<file path="src/include/gpp_pkg.sv">
package gpp_pkg;
	localparam int          NUM_PORTS   = 9;
	localparam int          PORT_W      = 8;
	localparam int          ADDR_W      = 12;
	localparam int          NUM_OD      = 9;
	localparam int          NUM_TIMER   = 4;
	// port indices, in pin-group order
	localparam int          PORT_A      = 0;
	localparam int          PORT_B      = 1;
	localparam int          PORT_C      = 2;
	localparam int          PORT_D      = 3;
	localparam int          PORT_E      = 4;
	localparam int          PORT_F      = 5;
	localparam int          PORT_G      = 6;
	localparam int          PORT_H      = 7;
	localparam int          PORT_J      = 8;
	// byte addresses
	localparam logic [11:0] LEVEL_BASE  = 12'h000;
	localparam logic [11:0] LATCH_BASE  = 12'h040;
	localparam logic [11:0] DIR_BASE    = 12'h080;
	localparam logic [11:0] INT_CTRL2   = 12'h0c0;
	localparam logic [11:0] WDT_CTRL    = 12'h0c4;
	localparam logic [11:0] SH_ODC1     = 12'h0c8;
	localparam logic [11:0] SH_ODC2     = 12'h0cc;
	localparam logic [11:0] SH_ODC3     = 12'h0d0;
	localparam logic [11:0] SH_PADCFG   = 12'h0d4;
	localparam logic [11:0] BANK_SPAN   = 12'h024;
	// field positions
	localparam int          FIRST_PU_BIT = 7;
	localparam int          SEVENTH_PU_HI = 7;
	localparam int          SEVENTH_PU_LO = 5;
	localparam int          SHARED_SEL_BIT = 4;
	localparam int          PAD_TTL_BIT  = 0;
	// implemented-bit masks
	localparam logic [7:0]  ODC1_MASK   = 8'h1f;
	localparam logic [7:0]  ODC2_MASK   = 8'h03;
	localparam logic [7:0]  ODC3_MASK   = 8'h03;
	localparam logic [7:0]  PADCFG_MASK = 8'h01;
	// reset values
	localparam logic [7:0]  DIR_RST     = 8'hff;
	localparam logic [7:0]  LATCH_RST   = 8'h00;
	localparam logic [7:0]  CTRL_RST    = 8'h00;
	// open-drain pin map: enh1,enh2,enh3,cc4,cc5,tx1,tx2,sdo1,sdo2
	localparam int          OD_PORT [NUM_OD] = '{2, 2, 6, 6, 6, 2, 6, 2, 3};
	localparam int          OD_BIT  [NUM_OD] = '{2, 1, 0, 3, 4, 6, 1, 5, 4};

	typedef struct packed {
		logic              psel;
		logic              penable;
		logic              pwrite;
		logic [ADDR_W-1:0] paddr;
		logic [31:0]       pwdata;
	} gpp_apb_req_s;

	typedef struct packed {
		logic        pready;
		logic        pslverr;
		logic [31:0] prdata;
	} gpp_apb_rsp_s;

	typedef struct packed {
		logic [PORT_W-1:0] en;
		logic [PORT_W-1:0] dout;
		logic [PORT_W-1:0] oe;
	} gpp_periph_s;

	typedef struct packed {
		logic [PORT_W-1:0] dout;
		logic [PORT_W-1:0] oe;
		logic [PORT_W-1:0] pull;
	} gpp_pad_s;
endpackage : gpp_pkg

</file>
<file path="src/design/gpp_port.sv">
`timescale 1ns/1ps
module gpp_port
	import gpp_pkg::*;
(
	input  wire logic                 core_clk,
	input  wire logic                 rst_n,
	input  wire logic [PORT_W-1:0]    dir,
	input  wire logic [PORT_W-1:0]    latch,
	input  wire gpp_pkg::gpp_periph_s periph,
	input  wire logic [PORT_W-1:0]    odMask,
	input  wire logic                 pullEn,
	output gpp_pkg::gpp_pad_s         pad
);
	logic [PORT_W-1:0] drvVal;
	logic [PORT_W-1:0] drvOe;
	logic [PORT_W-1:0] odOe;

	always_comb
	begin
		drvVal = (periph.en & periph.dout) | (~periph.en & latch);
		drvOe  = (periph.en & periph.oe) | (~periph.en & ~dir);
		odOe   = drvOe & ~(odMask & drvVal);
	end

	always_ff @(posedge core_clk)
	begin
		if (!rst_n)
		begin
			pad <= '0;
		end
		else
		begin
			pad.dout <= drvVal & ~odMask;
			pad.oe   <= odOe;
			pad.pull <= {PORT_W{pullEn}} & ~drvOe;
		end
	end
endmodule : gpp_port

</file>
<file path="src/design/gpp_apb_if.sv">
`timescale 1ns/1ps
module gpp_apb_if
	import gpp_pkg::*;
(
	input  wire logic                  core_clk,
	input  wire logic                  rst_n,
	input  wire gpp_pkg::gpp_apb_req_s req,
	input  wire logic [PORT_W-1:0]     rdData,
	input  wire logic                  hit,
	output gpp_pkg::gpp_apb_rsp_s      rsp,
	output logic                       wrStb
);
	logic setup;

	assign setup = req.psel && !req.penable;
	// commit only on the edge that completes the access phase
	assign wrStb = req.psel && req.penable && req.pwrite && rsp.pready && hit;

	always_ff @(posedge core_clk)
	begin
		if (!rst_n)
		begin
			rsp <= '0;
		end
		else if (setup)
		begin
			rsp.pready  <= 1'b1;
			rsp.pslverr <= !hit;
			rsp.prdata  <= (hit && !req.pwrite) ? {24'h000000, rdData} : 32'h00000000;
		end
		else
		begin
			rsp.pready  <= 1'b0;
			rsp.pslverr <= 1'b0;
			rsp.prdata  <= 32'h00000000;
		end
	end
endmodule : gpp_apb_if

</file>
<file path="src/design/gpp_io_ports.sv">
// The register addresses and the APB register port were left to the implementer.
`timescale 1ns/1ps
module gpp_io_ports
	import gpp_pkg::*;
(
	input  wire logic                  core_clk,
	input  wire logic                  rst_n,
	input  wire gpp_pkg::gpp_apb_req_s apbReq,
	output gpp_pkg::gpp_apb_rsp_s      apbRsp,
	input  wire logic [PORT_W-1:0]     padIn [NUM_PORTS],
	input  wire gpp_pkg::gpp_periph_s  periph [NUM_PORTS],
	output gpp_pkg::gpp_pad_s          pad [NUM_PORTS],
	output logic                       pmpTtlSel,
	output logic [PORT_W-1:0]          intCtrl2,
	output logic [PORT_W-1:0]          wdtCtrl,
	input  wire logic [PORT_W-1:0]     timerRdData [NUM_TIMER],
	output logic                       timerWr,
	output logic [1:0]                 timerIdx,
	output logic [PORT_W-1:0]          timerWdata
);
	logic [PORT_W-1:0] latch_r [NUM_PORTS];
	logic [PORT_W-1:0] dir_r [NUM_PORTS];
	logic [PORT_W-1:0] intCtrl2_r;
	logic [PORT_W-1:0] wdtCtrl_r;
	logic [2:0]        seventhPu_r;
	logic [PORT_W-1:0] odc1_r;
	logic [PORT_W-1:0] odc2_r;
	logic [PORT_W-1:0] odc3_r;
	logic [PORT_W-1:0] padCfg_r;
	logic              timerWr_r;
	logic [1:0]        timerIdx_r;
	logic [PORT_W-1:0] timerWdata_r;

	logic [PORT_W-1:0] rdData;
	logic              hit;
	logic              wrStb;
	logic [PORT_W-1:0] wData;
	logic [ADDR_W-1:0] addr;
	logic              sharedSel;
	logic              levelHit;
	logic              latchHit;
	logic              dirHit;
	logic [3:0]        levelIdx;
	logic [3:0]        latchIdx;
	logic [3:0]        dirIdx;
	logic              shHit;
	logic [1:0]        shIdx;
	logic [NUM_OD-1:0] odBits;
	logic              pullEn [NUM_PORTS];
	logic [PORT_W-1:0] odMask [NUM_PORTS];
	logic              intCtrl2Hit;
	logic              wdtCtrlHit;
	logic              cfgWr;
	logic              timerFwd;

	// address lies in a per-port bank on a word boundary
	function automatic logic inBank(input logic [ADDR_W-1:0] a, input logic [ADDR_W-1:0] base);
		return (a >= base) && (a < base + BANK_SPAN) && (a[1:0] == 2'b00);
	endfunction : inBank

	function automatic logic [3:0] bankIdx(input logic [ADDR_W-1:0] a,
		input logic [ADDR_W-1:0] base);
		logic [ADDR_W-1:0] diff;
		diff = a - base;
		return diff[5:2];
	endfunction : bankIdx

	// per-pin open-drain mask of one port
	function automatic logic [PORT_W-1:0] odMaskFor(input int p, input logic [NUM_OD-1:0] od);
		logic [PORT_W-1:0] m;
		m = '0;
		for (int i = 0; i < NUM_OD; i++)
		begin
			if (OD_PORT[i] == p)
			begin
				m[OD_BIT[i]] = m[OD_BIT[i]] | od[i];
			end
		end
		return m;
	endfunction : odMaskFor

	assign addr      = apbReq.paddr;
	assign wData     = apbReq.pwdata[PORT_W-1:0];
	assign sharedSel = wdtCtrl_r[SHARED_SEL_BIT];
	assign levelHit  = inBank(addr, LEVEL_BASE);
	assign latchHit  = inBank(addr, LATCH_BASE);
	assign dirHit    = inBank(addr, DIR_BASE);
	assign levelIdx  = bankIdx(addr, LEVEL_BASE);
	assign latchIdx  = bankIdx(addr, LATCH_BASE);
	assign dirIdx    = bankIdx(addr, DIR_BASE);
	assign intCtrl2Hit = (addr == INT_CTRL2);
	assign wdtCtrlHit  = (addr == WDT_CTRL);
	// shared addresses follow the select bit as it stands at this access
	assign cfgWr       = wrStb && shHit && sharedSel;
	assign timerFwd    = wrStb && shHit && !sharedSel;

	always_comb
	begin
		shHit = 1'b1;
		shIdx = 2'd0;
		unique case (addr)
			SH_ODC1:   shIdx = 2'd0;
			SH_ODC2:   shIdx = 2'd1;
			SH_ODC3:   shIdx = 2'd2;
			SH_PADCFG: shIdx = 2'd3;
			default:   shHit = 1'b0;
		endcase
	end

	// read path and address decode
	always_comb
	begin
		rdData = '0;
		hit    = 1'b1;
		if (levelHit)
		begin
			rdData = padIn[levelIdx];
			if (levelIdx == 4'(PORT_G))
			begin
				rdData[SEVENTH_PU_HI:SEVENTH_PU_LO] = seventhPu_r;
			end
		end
		else if (latchHit)
		begin
			rdData = latch_r[latchIdx];
		end
		else if (dirHit)
		begin
			rdData = dir_r[dirIdx];
		end
		else if (intCtrl2Hit)
		begin
			rdData = intCtrl2_r;
		end
		else if (wdtCtrlHit)
		begin
			rdData = wdtCtrl_r;
		end
		else if (shHit && !sharedSel)
		begin
			rdData = timerRdData[shIdx];
		end
		else if (shHit)
		begin
			unique case (shIdx)
				2'd0: rdData = odc1_r & ODC1_MASK;
				2'd1: rdData = odc2_r & ODC2_MASK;
				2'd2: rdData = odc3_r & ODC3_MASK;
				2'd3: rdData = padCfg_r & PADCFG_MASK;
			endcase
		end
		else
		begin
			hit = 1'b0;
		end
	end

	gpp_apb_if u_apb (
		.core_clk (core_clk),
		.rst_n    (rst_n),
		.req      (apbReq),
		.rdData   (rdData),
		.hit      (hit),
		.rsp      (apbRsp),
		.wrStb    (wrStb)
	);

	// output latches: written through either the level or the latch address
	always_ff @(posedge core_clk)
	begin
		if (!rst_n)
		begin
			for (int k = 0; k < NUM_PORTS; k++)
			begin
				latch_r[k] <= LATCH_RST;
			end
		end
		else if (wrStb && levelHit)
		begin
			latch_r[levelIdx] <= wData;
		end
		else if (wrStb && latchHit)
		begin
			latch_r[latchIdx] <= wData;
		end
	end

	// direction registers, inputs after reset
	always_ff @(posedge core_clk)
	begin
		if (!rst_n)
		begin
			for (int k = 0; k < NUM_PORTS; k++)
			begin
				dir_r[k] <= DIR_RST;
			end
		end
		else if (wrStb && dirHit)
		begin
			dir_r[dirIdx] <= wData;
		end
	end

	// pull-up enables of the second to fourth pull-up ports
	always_ff @(posedge core_clk)
	begin
		if (!rst_n)
		begin
			seventhPu_r <= '0;
		end
		else if (wrStb && levelHit && levelIdx == 4'(PORT_G))
		begin
			seventhPu_r <= wData[SEVENTH_PU_HI:SEVENTH_PU_LO];
		end
	end

	// interrupt control two; bit 7 is the first pull-up port enable
	always_ff @(posedge core_clk)
	begin
		if (!rst_n)
		begin
			intCtrl2_r <= CTRL_RST;
		end
		else if (wrStb && intCtrl2Hit)
		begin
			intCtrl2_r <= wData;
		end
	end

	// watchdog control holds the shared-register select
	always_ff @(posedge core_clk)
	begin
		if (!rst_n)
		begin
			wdtCtrl_r <= CTRL_RST;
		end
		else if (wrStb && wdtCtrlHit)
		begin
			wdtCtrl_r <= wData;
		end
	end

	// configuration registers behind the shared addresses
	always_ff @(posedge core_clk)
	begin
		if (!rst_n)
		begin
			odc1_r   <= CTRL_RST;
			odc2_r   <= CTRL_RST;
			odc3_r   <= CTRL_RST;
			padCfg_r <= CTRL_RST;
		end
		else if (cfgWr)
		begin
			unique case (shIdx)
				2'd0: odc1_r   <= wData & ODC1_MASK;
				2'd1: odc2_r   <= wData & ODC2_MASK;
				2'd2: odc3_r   <= wData & ODC3_MASK;
				2'd3: padCfg_r <= wData & PADCFG_MASK;
			endcase
		end
	end

	// writes to shared addresses with select clear go to the timers
	always_ff @(posedge core_clk)
	begin
		if (!rst_n)
		begin
			timerWr_r    <= 1'b0;
			timerIdx_r   <= 2'd0;
			timerWdata_r <= '0;
		end
		else
		begin
			timerWr_r <= timerFwd;
			if (timerFwd)
			begin
				timerIdx_r   <= shIdx;
				timerWdata_r <= wData;
			end
		end
	end

	// open-drain enables in pin-map order
	assign odBits = {odc3_r[1:0], odc2_r[1:0], odc1_r[4:0]};

	always_comb
	begin
		for (int k = 0; k < NUM_PORTS; k++)
		begin
			pullEn[k] = 1'b0;
		end
		pullEn[PORT_B] = intCtrl2_r[FIRST_PU_BIT];
		pullEn[PORT_D] = seventhPu_r[2];
		pullEn[PORT_E] = seventhPu_r[1];
		pullEn[PORT_J] = seventhPu_r[0];
	end

	// open-drain mask of each port from the pin map
	always_comb
	begin
		for (int k = 0; k < NUM_PORTS; k++)
		begin
			odMask[k] = odMaskFor(k, odBits);
		end
	end

	for (genvar k = 0; k < NUM_PORTS; k++)
	begin : g_port
		gpp_port u_port (
			.core_clk (core_clk),
			.rst_n    (rst_n),
			.dir      (dir_r[k]),
			.latch    (latch_r[k]),
			.periph   (periph[k]),
			.odMask   (odMask[k]),
			.pullEn   (pullEn[k]),
			.pad      (pad[k])
		);
	end

	assign pmpTtlSel  = padCfg_r[PAD_TTL_BIT];
	assign intCtrl2   = intCtrl2_r;
	assign wdtCtrl    = wdtCtrl_r;
	assign timerWr    = timerWr_r;
	assign timerIdx   = timerIdx_r;
	assign timerWdata = timerWdata_r;
endmodule : gpp_io_ports

</file>
<file path="config.mk">
export PLATFORM = sky130hd
export DESIGN_NAME = gpp_io_ports
export DESIGN_NICKNAME = d
export VERILOG_FILES = /design/src/include/gpp_pkg.sv /design/src/design/gpp_port.sv /design/src/design/gpp_apb_if.sv /design/src/design/gpp_io_ports.sv
export SDC_FILE = /design/constraint.sdc
export NUM_CORES = 1
export LEC_CHECK = 0
export ABC_CLOCK_PERIOD_IN_PS = 6700
export BUFFER_PORTS_ARGS = -buffer_cell sky130_fd_sc_hd__buf_2
export CORE_MARGIN = 10
export CORE_UTILIZATION = 40
export CTS_BUF_LIST = sky130_fd_sc_hd__clkbuf_4 sky130_fd_sc_hd__clkbuf_8
export DETAILED_ROUTE_END_ITERATION = 10
export SETUP_SLACK_MARGIN = 0.15
export SLEW_MARGIN = 25
export SYNTH_ARGS = -nofsm -noshare
export SYNTH_HDL_FRONTEND = slang
export SYNTH_HIERARCHICAL = 1
export SYNTH_SLANG_ARGS = --single-unit
</file>
<file path="constraint.sdc">
create_clock -name core_clk -period 6.7 [get_ports core_clk]
set_input_delay 0.335 -clock core_clk [delete_from_list [all_inputs] [get_ports core_clk]]
set_output_delay 0.335 -clock core_clk [all_outputs]
set_load 0.05 [all_outputs]
</file>
==> run metrics <==
outcome=finished, final reports clean; RD Place Congestion=between 0.9 and 1; Mapped Cells=1,700; YS warnings=6; Final period util=61.32%; Leak=13.03 nW; first-pass GRT wire length=121,900 um; crit path cell chain=buf_2 > or4_1 > or2_1 > nor2_1 > nand2_1 > nor2_1 > buf_4 > nand2_1 > nor3_2 > nand2_1 > o21ai_1; CTS Buf Count=between 80 and 90; Total GRT Usage=25.80%; end-of-flow core utilization=55.93%; crit path time final=roughly 4 ns; Initial Util=40.27%; Hold Path Stages=3; clock-pin slew on the worst setup and hold paths=0.05 ns; Nets=3,109; H-Tree Level Count=3; FFs w/ async S/R, synth=0%; CTS Buffer Depth=3; CP required=7.00 ns; largest family of logic cells by synthesized area=simple AND/OR/NAND/NOR gates; CP Capture Type=flip-flop; via count=17,920; Worst Reg2Reg Path Length in Cells=8; critical path class=input pin to flip-flop; Crit Path Max Fanout=16; Post-Synth Adder-Cell Area=0%; Placed Cells=3,121; Pwr Total=approximately 7 mW; GRT overflow=0; Yosys reg bits=490; Comb power frac=13.4%; Hold Path Class=input pin to flip-flop; pre-CTS setup slack=about 1.6 ns; clock latency on the worst-skew pair=0.68 ns; final instance area=around 30,000 um^2; TritonRoute pass-1 iters=6; Detail Route Antenna Nets=0; VDD IR-drop max=0.1418 mV; drt total wl=~84,000 um; Max Freq=about 240 MHz; Power Internal=5.311 mW; Clk pwr share=40.9%; HPWL Detailed=62,610 um; post-CTS resize count=0; clk sinks=490; fin cells=3,513; die height=252.5 um; CP most frequent cell=nand2_1; Max stage delay on crit path=0.70 ns; chip width=roughly 250 um; post-synthesis mux area share=14.12%; Setup Viol. Count Final=0; Core ar.=53,710 um^2; Worst-Margin Slew=1.084 ns; Net Sw Frac=a little over a quarter; Post-synth EDFFs=224; number of antenna violations at the first check in global routing=13; Fin Clk Skew=about 0.031 ns; Synth Area per Inst=12.72 um^2; Die ar.=63,770 um^2; synthesis-to-finish area growth=38.88%; CTS tree=done; type of origin of the critical path=input pin; fraction of layout instances using a drive strength above 1=36.94%; worst hold slack=0.04864 ns; final hold vios=0; I/O Buffers=595; max_cap viols=0; placed standard-cell area=25,840 um^2; CTS root buf=clkbuf_8; Row Count=85; drt drc=0; Most used DFF post-synth=dfxtp_1; Seq/Total Area, Yosys=55.72%; drt wl/cell=about 24 um; pin count of the biggest net entering global routing=65; Critical Path AT=4.40 ns; post-synthesis simple-gate area fraction=18.05%; Vias/cell=5.101; Yosys cell types=67; final slew viol count=0; PnR worst setup slack=2.592 ns; max_slew headroom=a little over a quarter; DRT iter0 DRCs=1,361; Synth Area in Compound Gates=8.480%; register share of total power=45.7%; Switching Power=1.904 mW; CP max-delay cell=o21ai_1; Setup Total Neg Slack=0 ns; RSZ-0062 raised after global routing=false; vias in the first global route=18,932; Synth Area in XOR/XNOR=0.04049%; PD cells=240.2 nW/um^2; num ports=647; Syn Std Cell Area=roughly 22,000 um^2
[kinds of logic (layout without fill, tap and decap cells)]
kind of cell | after synthesis | count (layout)
AOI/OAI and AO/OA | 196 | 196
xor gates and xnor gates | 1 | 1
buffers and inverters | 153 | 1030
DFF | 490 | 490
muxes | 190 | 190
other | 2 | 242
and+or+nand+nor | 668 | 668
[placed cells by master (no fill, tap or decap), types with 6 or more instances in the layout]
master	instances
dlygate4sd3_1	228
clkbuf_8	109
a21oi_1	20
o21ai_1	14
o21ai_0	21
buf_2	592
clkbuf_4	34
edfxtp_1	224
buf_4	18
nor2_1	49
or2_2	57
nand2b_1	20
mux2_4	54
or3_1	61
conb_1	235
a211oi_1	7
a21boi_0	12
nor3_1	55
mux4_2	70
nor2b_1	31
nand2_1	127
dfxtp_1	266
o221a_2	18
and3b_1	54
a31oi_1	6
inv_1	34
and2_1	91
mux2i_1	61
nand3_1	35
a221oi_2	54
nor3b_1	55
a22oi_1	12
diode_2	7
[cells in the mapped netlist, types with 4 or more instances]
cell | instances | area [um^2]
dfxtp_1 | 266 | 5325
edfxtp_1 | 224 | 6726
or4_1 | 4 | 30.03
nor3_2 | 5 | 50.05
and2_1 | 91 | 569.3
mux2_4 | 54 | 810.8
o311ai_0 | 4 | 35.03
buf_2 | 21 | 105.1
or3_1 | 61 | 381.6
clkbuf_1 | 57 | 214.0
a221oi_2 | 54 | 810.8
buf_6 | 10 | 112.6
nor2_1 | 49 | 183.9
or2_2 | 57 | 356.6
nand2_1 | 127 | 476.7
o221a_2 | 18 | 202.7
nor2_2 | 5 | 31.28
nor2b_1 | 32 | 200.2
a21boi_0 | 12 | 90.09
mux4_2 | 70 | 1577
o21ai_0 | 35 | 175.2
and3b_1 | 54 | 473.0
a21oi_1 | 20 | 100.1
o221ai_1 | 4 | 35.03
buf_1 | 6 | 22.52
nand2b_1 | 21 | 131.4
nor3_1 | 55 | 275.3
mux2i_1 | 61 | 610.6
nand3_1 | 35 | 175.2
inv_1 | 34 | 127.6
a211oi_1 | 7 | 52.55
buf_4 | 25 | 187.7
a31oi_1 | 6 | 37.54
mux2_2 | 5 | 56.30
a22oi_1 | 12 | 90.09
nor3b_1 | 55 | 412.9
[sequential cells by signal, summed over array words and instances, names as in the netlist, 5 cells and up]
register,count
g_port.u_port/pad,216
dir_r,116
latch_r,108
u_apb/rsp,10
intCtrl2,8
timerWdata,8
wdtCtrl,8
odc1_r,5
[worst max-delay path, delay by kind of cell]
| kind | cells | cell delay [ns] |
|---|---|---|
| buf+inv | 2 | 0.29 |
| compound gates | 1 | 0.70 |
| simple gates | 8 | 3.06 |
[final timing paths]
kind	start	endpoint	slack [ns]
worst min register to register	timerWdata[3]	timerWdata[3]	0.46
worst max register to register	wdtCtrl[4]	u_apb/rsp[1]	3.69
worst min-delay path	periph[166]	g_port[2].u_port/pad[22]	0.05
worst max-delay path	apbReq[41]	latch_r[2][6]	2.59
[final cells by class]
class | count | area, um^2
Inverter | 34 | 127.6
Tap cell | 696 | 870.8
Clock buffer | 143 | 1755
Clock inverter | 13 | 116.4
Antenna cell | 7 | 17.52
Timing Repair Buffer | 840 | 5411
Multi-Input combinational cell | 1290 | 9688
Fill cell | 4573 | 23670
Sequential cell | 490 | 12050
[layer usage]
layer  vias to the layer above  wire [um]  track usage, %
met3                       121       6847           5.860
met1                      8834      32770           30.71
li1                       8188          -               -
met5                         -         41               0
met2                       769      42690           45.42
met4                         8       2079           8.032
[power by group through the flow]
stage | Combinational [mW] | Sequential [mW] | Clock [mW]
after global routing | 1.02 | 3.30 | 3.15
final | 0.965 | 3.30 | 2.95
after floorplan | 0.379 | 3.51 | 0
after detailed placement | 0.851 | 3.36 | 0
after global placement | 0.841 | 3.36 | 0
after CTS | 0.951 | 3.30 | 3.01
[timing repair]
action / 4_1_cts / 5_1_grt
hold endpoints to repair: 108 / 0
setup endpoints to repair: 0 / 0
setup buffers: 0 / 0
hold buffers: 228 / 0
Note: power is estimated with default switching activity, not from simulation.
